### config.mk
export PLATFORM = sky130hd
export DESIGN_NAME = fwsr_poller
export DESIGN_NICKNAME = d
export VERILOG_FILES = /design/src/fwsr_pkg.sv /design/src/fwsr_poller.sv
export SDC_FILE = /design/constraint.sdc
export NUM_CORES = 1
export LEC_CHECK = 0
export ABC_AREA = 1
export ABC_CLOCK_PERIOD_IN_PS = 2600
export BUFFER_PORTS_ARGS = -buffer_cell sky130_fd_sc_hd__buf_2
export CORE_UTILIZATION = 35
export CTS_BUF_LIST = sky130_fd_sc_hd__clkbuf_8 sky130_fd_sc_hd__clkbuf_16
export DETAILED_ROUTE_END_ITERATION = 12
export SLEW_MARGIN = 30
export SYNTH_ARGS = -nofsm -noshare
export SYNTH_HDL_FRONTEND = slang
export SYNTH_SLANG_ARGS = --single-unit
### constraint.sdc
create_clock -name i_clk -period 2.6 [get_ports i_clk]
set_clock_uncertainty 0.1 [all_clocks]
set_input_delay 0.13 -clock i_clk [delete_from_list [all_inputs] [get_ports i_clk]]
set_output_delay 0.13 -clock i_clk [all_outputs]
set_load 0.1 [all_outputs]
### src/fwsr_pkg.sv
/*
 Constants for the host-side flash status poller: status bit positions,
 read cycle timing and result codes.
 Assumes a 16-bit parallel flash with open-drain ready/busy output.
*/
package fwsr_pkg;
	localparam int unsigned CLK_PERIOD_NS = 10;
	localparam int unsigned DATA_W        = 16;
	// Status bit positions on the data lines
	localparam int unsigned POLL_BIT      = 7;
	localparam int unsigned TOGGLE1_BIT   = 6;
	localparam int unsigned LIMIT_BIT     = 5;
	localparam int unsigned ERTIMER_BIT   = 3;
	localparam int unsigned TOGGLE2_BIT   = 2;
	// Read strobe low time and recovery, in ns
	localparam int unsigned READ_LOW_NS   = 80;
	localparam int unsigned READ_GAP_NS   = 30;
	localparam int unsigned READ_LOW_CYC  = (READ_LOW_NS + CLK_PERIOD_NS - 1) / CLK_PERIOD_NS;
	localparam int unsigned READ_GAP_CYC  = (READ_GAP_NS + CLK_PERIOD_NS - 1) / CLK_PERIOD_NS;
	localparam logic [7:0]  READ_LOW_C    = 8'(READ_LOW_CYC);
	localparam logic [7:0]  READ_GAP_C    = 8'(READ_GAP_CYC);
	// Reset command data word
	localparam logic [15:0] RESET_CMD     = 16'h00f0;
	// Result codes
	localparam logic [1:0]  RES_DONE      = 2'h0;
	localparam logic [1:0]  RES_FAIL      = 2'h1;
	localparam logic [1:0]  RES_ABORT     = 2'h2;
	// Polling methods
	localparam logic        MODE_TOGGLE   = 1'b0;
	localparam logic        MODE_POLL     = 1'b1;
endpackage

### src/fwsr_poller.sv
/*
 Host-side status poller for a parallel flash running embedded program or
 erase. Runs either the polling-bit or the toggle-bit check by issuing read
 cycles on the flash pins, and writes the reset command on a timing failure.
 Assumes the flash data and ready/busy pin are synchronous to i_clk.
*/
// Summary of operation
// - Host reads status at program address or inside erased sector.
// - Host takes full data word only on a later read.
// - Host rechecks polling bit after seeing timing-limit flag set.
// - Host reads twice, compares toggle; stopped means done.
// - Toggling with limit flag set on recheck means fail; issue reset.
// - Host restarts toggle procedure from first step after an abort.
// - Host addresses busy bank for status; idle bank returns data.
`timescale 1ns/1ps
`default_nettype none
module fwsr_poller #(
	parameter int unsigned ADDR_W = 22
) (
	// Clock and reset
	input  wire logic                 i_clk,
	input  wire logic                 i_resetn,
	// User request
	input  wire logic                 i_start,
	input  wire logic                 i_mode,
	input  wire logic [ADDR_W-1:0]    i_addr,
	input  wire logic [7:0]           i_expect,
	input  wire logic                 i_abort,
	// User answer
	output logic                      o_busy,
	output logic                      o_done,
	output logic [1:0]                o_result,
	output logic [15:0]               o_data,
	output logic                      o_ready_level,
	// Flash pins
	output logic [ADDR_W-1:0]         o_flash_addr,
	output logic                      o_flash_oe_n,
	output logic                      o_flash_we_n,
	output logic [15:0]               o_flash_dq_out,
	output logic                      o_flash_dq_oe,
	input  wire logic [15:0]          i_flash_dq_in,
	input  wire logic                 i_ready_busy_pin
);
	typedef enum logic [2:0] {
		FWSR_IDLE  = 3'b000,
		FWSR_LOW   = 3'b001,
		FWSR_GAP   = 3'b010,
		FWSR_EVAL  = 3'b011,
		FWSR_WRITE = 3'b100,
		FWSR_FIN   = 3'b101
	} fwsr_state_e;
	typedef struct packed {
		fwsr_state_e          st;
		logic [7:0]           cnt;
		logic                 mode;
		logic [7:0]           expect_b;
		logic [ADDR_W-1:0]    addr;
		logic [15:0]          prev;
		logic [15:0]          cur;
		logic                 have_prev;
		logic                 limit_seen;
		logic                 final_read;
		logic                 busy;
		logic                 done;
		logic [1:0]           result;
		logic [15:0]          data;
		logic                 ready_level;
		logic                 oe_n;
		logic                 we_n;
		logic                 dq_oe;
	} fwsr_state_s;

	fwsr_state_s r;
	fwsr_state_s next_r;
	logic        pbit_true;
	logic        tog_same;
	// Compare helpers on the last captured words
	assign pbit_true = (r.cur[fwsr_pkg::POLL_BIT] == r.expect_b[fwsr_pkg::POLL_BIT]);
	assign tog_same  = (r.cur[fwsr_pkg::TOGGLE1_BIT] == r.prev[fwsr_pkg::TOGGLE1_BIT])
		&& (r.cur[fwsr_pkg::TOGGLE2_BIT] == r.prev[fwsr_pkg::TOGGLE2_BIT]);

	// Sequencer: read cycles, evaluation, reset command write
	always_comb
	begin
		next_r = r;
		next_r.done = 1'b0;
		next_r.ready_level = i_ready_busy_pin;
		if (r.cnt != 8'h00)
		begin
			next_r.cnt = r.cnt - 8'h01;
		end
		case (r.st)
			FWSR_IDLE:
			begin
				if (i_start)
				begin
					// Always from step one, even after an earlier abort
					next_r.mode = i_mode;
					next_r.expect_b = i_expect;
					next_r.addr = i_addr;
					next_r.have_prev = 1'b0;
					next_r.limit_seen = 1'b0;
					next_r.final_read = 1'b0;
					next_r.busy = 1'b1;
					next_r.oe_n = 1'b0;
					next_r.cnt = fwsr_pkg::READ_LOW_C;
					next_r.st = FWSR_LOW;
				end
			end
			FWSR_LOW:
			begin
				if (r.cnt == 8'h01)
				begin
					next_r.prev = r.cur;
					next_r.cur = i_flash_dq_in;
					next_r.oe_n = 1'b1; // Each read is a separate strobe so toggles advance
					next_r.cnt = fwsr_pkg::READ_GAP_C;
					next_r.st = FWSR_GAP;
				end
			end
			FWSR_GAP:
			begin
				if (r.cnt == 8'h01)
				begin
					next_r.st = FWSR_EVAL;
				end
			end
			FWSR_EVAL:
			begin
				next_r.have_prev = 1'b1;
				next_r.st = FWSR_LOW;
				next_r.oe_n = 1'b0;
				next_r.cnt = fwsr_pkg::READ_LOW_C;
				if (r.final_read)
				begin
					// Word from a read after completion is the good one
					next_r.data = r.cur;
					next_r.result = fwsr_pkg::RES_DONE;
					next_r.oe_n = 1'b1;
					next_r.st = FWSR_FIN;
				end
				else if (i_abort)
				begin
					next_r.result = fwsr_pkg::RES_ABORT;
					next_r.oe_n = 1'b1;
					next_r.st = FWSR_FIN;
				end
				else if (r.mode == fwsr_pkg::MODE_POLL)
				begin
					if (pbit_true)
					begin
						next_r.final_read = 1'b1;
					end
					else if (r.limit_seen)
					begin
						// Recheck already done after the limit flag
						next_r.oe_n = 1'b1;
						next_r.st = FWSR_WRITE;
					end
					else if (r.cur[fwsr_pkg::LIMIT_BIT])
					begin
						next_r.limit_seen = 1'b1;
					end
				end
				else if (r.have_prev)
				begin
					if (tog_same)
					begin
						next_r.final_read = 1'b1;
					end
					else if (r.limit_seen)
					begin
						next_r.oe_n = 1'b1;
						next_r.st = FWSR_WRITE;
					end
					else if (r.cur[fwsr_pkg::LIMIT_BIT])
					begin
						next_r.limit_seen = 1'b1;
					end
				end
			end
			FWSR_WRITE:
			begin
				// Reset command write strobe, then report failure
				if (r.we_n && !r.dq_oe)
				begin
					next_r.dq_oe = 1'b1;
					next_r.we_n = 1'b0;
					next_r.cnt = fwsr_pkg::READ_LOW_C;
				end
				else if (!r.we_n && r.cnt == 8'h01)
				begin
					next_r.we_n = 1'b1;
				end
				else if (r.we_n)
				begin
					next_r.dq_oe = 1'b0;
					next_r.result = fwsr_pkg::RES_FAIL;
					next_r.st = FWSR_FIN;
				end
			end
			FWSR_FIN:
			begin
				next_r.busy = 1'b0;
				next_r.done = 1'b1;
				next_r.st = FWSR_IDLE;
			end
			default:
			begin
				next_r.st = FWSR_IDLE;
			end
		endcase
	end

	// State register
	always_ff @(posedge i_clk or negedge i_resetn)
	begin
		if (!i_resetn)
		begin
			r <= '{st: FWSR_IDLE, oe_n: 1'b1, we_n: 1'b1, ready_level: 1'b1, default: '0};
		end
		else
		begin
			r <= next_r;
		end
	end
	// Outputs straight from flops, except o_flash_dq_out, which is the constant RESET_CMD
	assign o_busy         = r.busy;
	assign o_done         = r.done;
	assign o_result       = r.result;
	assign o_data         = r.data;
	assign o_ready_level  = r.ready_level;
	assign o_flash_addr   = r.addr;
	assign o_flash_oe_n   = r.oe_n;
	assign o_flash_we_n   = r.we_n;
	assign o_flash_dq_out = fwsr_pkg::RESET_CMD;
	assign o_flash_dq_oe  = r.dq_oe;
	// Checks
	property p_fail_after_write;
		@(posedge i_clk) disable iff (!i_resetn)
		(r.st == FWSR_WRITE && !r.we_n) |-> ##[1:20] (r.result == fwsr_pkg::RES_FAIL && o_done);
	endproperty
	a_fail_after_write: assert property (p_fail_after_write) else $error("no fail after reset cmd");
	property p_no_drive_during_read;
		@(posedge i_clk) disable iff (!i_resetn)
		!o_flash_oe_n |-> !o_flash_dq_oe;
	endproperty
	a_no_drive_during_read: assert property (p_no_drive_during_read) else $error("bus clash");
	property p_write_needs_limit;
		@(posedge i_clk) disable iff (!i_resetn)
		$rose(r.st == FWSR_WRITE) |-> $past(r.limit_seen);
	endproperty
	a_write_needs_limit: assert property (p_write_needs_limit) else $error("reset without recheck");
	property p_ready_follows_pin;
		@(posedge i_clk) disable iff (!i_resetn)
		##1 1'b1 |-> o_ready_level == $past(i_ready_busy_pin);
	endproperty
	a_ready_follows_pin: assert property (p_ready_follows_pin) else $error("ready level stale");
	property p_read_width;
		@(posedge i_clk) disable iff (!i_resetn)
		$fell(o_flash_oe_n) |-> !o_flash_oe_n [*2];
	endproperty
	a_read_width: assert property (p_read_width) else $error("read strobe too short");
	property p_done_from_final;
		@(posedge i_clk) disable iff (!i_resetn)
		(o_done && o_result == fwsr_pkg::RES_DONE) |-> $past(r.final_read, 2);
	endproperty
	a_done_from_final: assert property (p_done_from_final) else $error("done without confirm read");
	property p_start_restarts;
		@(posedge i_clk) disable iff (!i_resetn)
		(r.st == FWSR_IDLE && i_start) |=> (!r.have_prev && !r.limit_seen);
	endproperty
	a_start_restarts: assert property (p_start_restarts) else $error("stale toggle history");
	property p_addr_held;
		@(posedge i_clk) disable iff (!i_resetn)
		(o_busy && $past(o_busy)) |-> $stable(o_flash_addr);
	endproperty
	a_addr_held: assert property (p_addr_held) else $error("address moved mid poll");

	c_done: cover property (@(posedge i_clk) o_done && o_result == fwsr_pkg::RES_DONE);
	c_fail: cover property (@(posedge i_clk) o_done && o_result == fwsr_pkg::RES_FAIL);
	c_abort: cover property (@(posedge i_clk) o_done && o_result == fwsr_pkg::RES_ABORT);
endmodule
`default_nettype wire

==> flow_summary.json <==
{
  "fin_crit_ns": 1.94,
  "wl_um": 7750,
  "fin_crit_sh_pct": 74.6,
  "worst_pin_slew_ns": 0.691,
  "end_kind": "flop",
  "netlist_area_um2": 3850,
  "final_cell_mix": "nand2_1, buf_2, dfrtp_1",
  "overflow": 0,
  "timing.setup.tns_ns": 0,
  "cts_resized": 0,
  "rows": 37,
  "status": "complete, no violations",
  "yosys_register_bits": 80,
  "multi_input_area_um2": 1260,
  "whs_ns": 0.0322,
  "grt_pass1_vias": 2938,
  "cp-start-kind": "flop",
  "slew_viol_final": 0,
  "ys_types": 29,
  "grt_setup_unrepaired": "false",
  "relSlewSlack_pct": 53.8,
  "holdBufCountCts": 42,
  "cts_buffers": 9,
  "syn-mean-instance-area_um2": 8.78,
  "cp.arrival_ns": 2.06,
  "clockBufferDepth": 2,
  "cts_root_buf": "clkbuf_8",
  "setup_viol": 0,
  "die_h_um": 107,
  "dieArea_um2": 11400,
  "vias": 2925,
  "antenna_found_initial": 0,
  "clk_latency_ns": 0.34,
  "grt_start_max_net_pins": 38,
  "drive_gt1_share_pct": 24.9,
  "firstDrtPassIters": 4,
  "htreeDepth": 3,
  "start_util_pct": 36.7,
  "cts_tree": "built",
  "synth-seq-area-share_pct": 52.1,
  "grt_pass1_wl_um": 13300,
  "fin_nets": 589,
  "wl_per_cell_um": 11.5,
  "viasPerCell": 4.33,
  "clkTransAtPathRegs_ns": 0.08,
  "clock-sinks": 80,
  "core_region_area_um2": 10500,
  "pin_count": 114,
  "hold_viol_final": 0,
  "areaGrowthSynthToFinish_pct": 21.8,
  "mostFrequentLayoutCell": "nand2_1",
  "grt_usage_pct": 15.0,
  "ant_nets": 0,
  "regArea_um2": 2010,
  "gp_congestion": 0.826,
  "crit_required_ns": 2.73,
  "cp_max_fo": 35,
  "antenna_cells": 0,
  "dieWidth_um": 107,
  "post-route-util_pct": 44.7,
  "max-cap-violations": 0,
  "dp_hpwl_um": 5230,
  "hp-class": "in -> reg",
  "clock.fmax_ghz": 0.516,
  "worstSetupPathType": "reg -> reg",
  "io_buffer_count": 90,
  "drt_iter0_markers": 168,
  "drcViolationCount": 0,
  "cts_setup_buffers": 0,
  "synth_cells": 439,
  "fillers": 1051,
  "ys_warn_count": 0
}
-- cell usage after synthesis, drive strengths merged --
cell type	n	area, µm²
nand2	128	488
nor4	1	6.26
xor2	6	52.6
nand3	13	70.1
nor2	34	145
inv	38	143
conb	2	7.51
o22ai	2	12.5
mux2	8	90.1
a21oi	12	60.1
xnor2	2	17.5
clkbuf	1	5.00
ha	3	37.5
o21ai	36	180
or2	2	12.5
dfstp	3	78.8
nor3	4	20.0
a31oi	1	6.26
nand4	1	6.26
buf	65	487
dfrtp	77	1930
-- state kept, by name (all words and copies together) (netlist names) --
name	flops
r	34
o_flash_addr	22
o_data	16
o_result	2
o_busy	1
o_done	1
o_flash_dq_oe	1
o_flash_oe_n	1
o_flash_we_n	1
o_ready_level	1
-- metal layers --
metal | track usage [%] | vias up | wire length (µm)
li1 | - | 1485 | -
met1 | 18.2 | 1362 | 3510
met2 | 25.3 | 71 | 3790
met3 | 3.83 | 7 | 342
met4 | 6.26 | 0 | 113
met5 | 0 | - | 0
-- per-stage QoR --
step / cell area (µm²) / setup WS (ns) / cells
2_1_floorplan: 3910 / 0.693 / 453
3_3_place_gp: 4070 / 0.662 / 617
3_5_place_dp: 4070 / 0.647 / 617
4_1_cts: 4690 / 0.639 / 675
5_1_grt: 4690 / 0.469 / 675
6_report: 4690 / 0.662 / 675
-- logic make-up (layout without fill, tap and decap cells) --
| family | count (synthesis) | count (layout) | synth area share [%] |
|---|---|---|---|
| other | 2 | 16 | 0.195 |
| XOR/XNOR | 8 | 8 | 1.82 |
| flip-flops | 80 | 80 | 52.1 |
| adder cells (fa/ha/maj) | 3 | 3 | 0.974 |
| AO/OA/AOI/OAI | 51 | 51 | 6.72 |
| AND/OR/NAND/NOR | 183 | 183 | 19.4 |
| multiplexers | 8 | 8 | 2.34 |
| buffers and inverters | 104 | 190 | 16.5 |
-- cell type report --
class	instances	area share, %
Timing Repair Buffer	136	19.2
Clock inverter	5	1.17
Clock buffer	11	3.23
Sequential cell	80	42.7
Inverter	38	3.04
Tap cell	136	3.63
Multi-Input combinational cell	269	27.0
-- final timing paths --
kind / startpoint / cells after the start / slack (ns) / endpoint
min in group asynchronous: i_resetn / 2 / 0.18 / r[93]$_DFF_PN0_
max reg2reg: r[91]$_DFF_PN0_ / 6 / 0.66 / r[28]$_DFFE_PN0P_
min reg2reg: o_flash_addr[0]$_DFFE_PN0P_ / 2 / 0.37 / o_flash_addr[0]$_DFFE_PN0P_
min: i_abort / 4 / 0.03 / r[24]$_DFFE_PN0P_
max in group asynchronous: i_resetn / 3 / 1.49 / o_flash_oe_n$_DFFE_PN1P_
max: r[91]$_DFF_PN0_ / 6 / 0.66 / r[28]$_DFFE_PN0P_
-- worst max-delay path, cell delays in order, from the launching register on --
cell     delay, ns
dfrtp_1       0.40
inv_1         0.10
ha_1          0.14
nand2_1       0.08
nor2_4        0.16
nand2_2       0.41
mux2_2        0.43
Power is not shown: default switching activity piles up to over one toggle a cycle in this logic, so the estimate is an artifact.
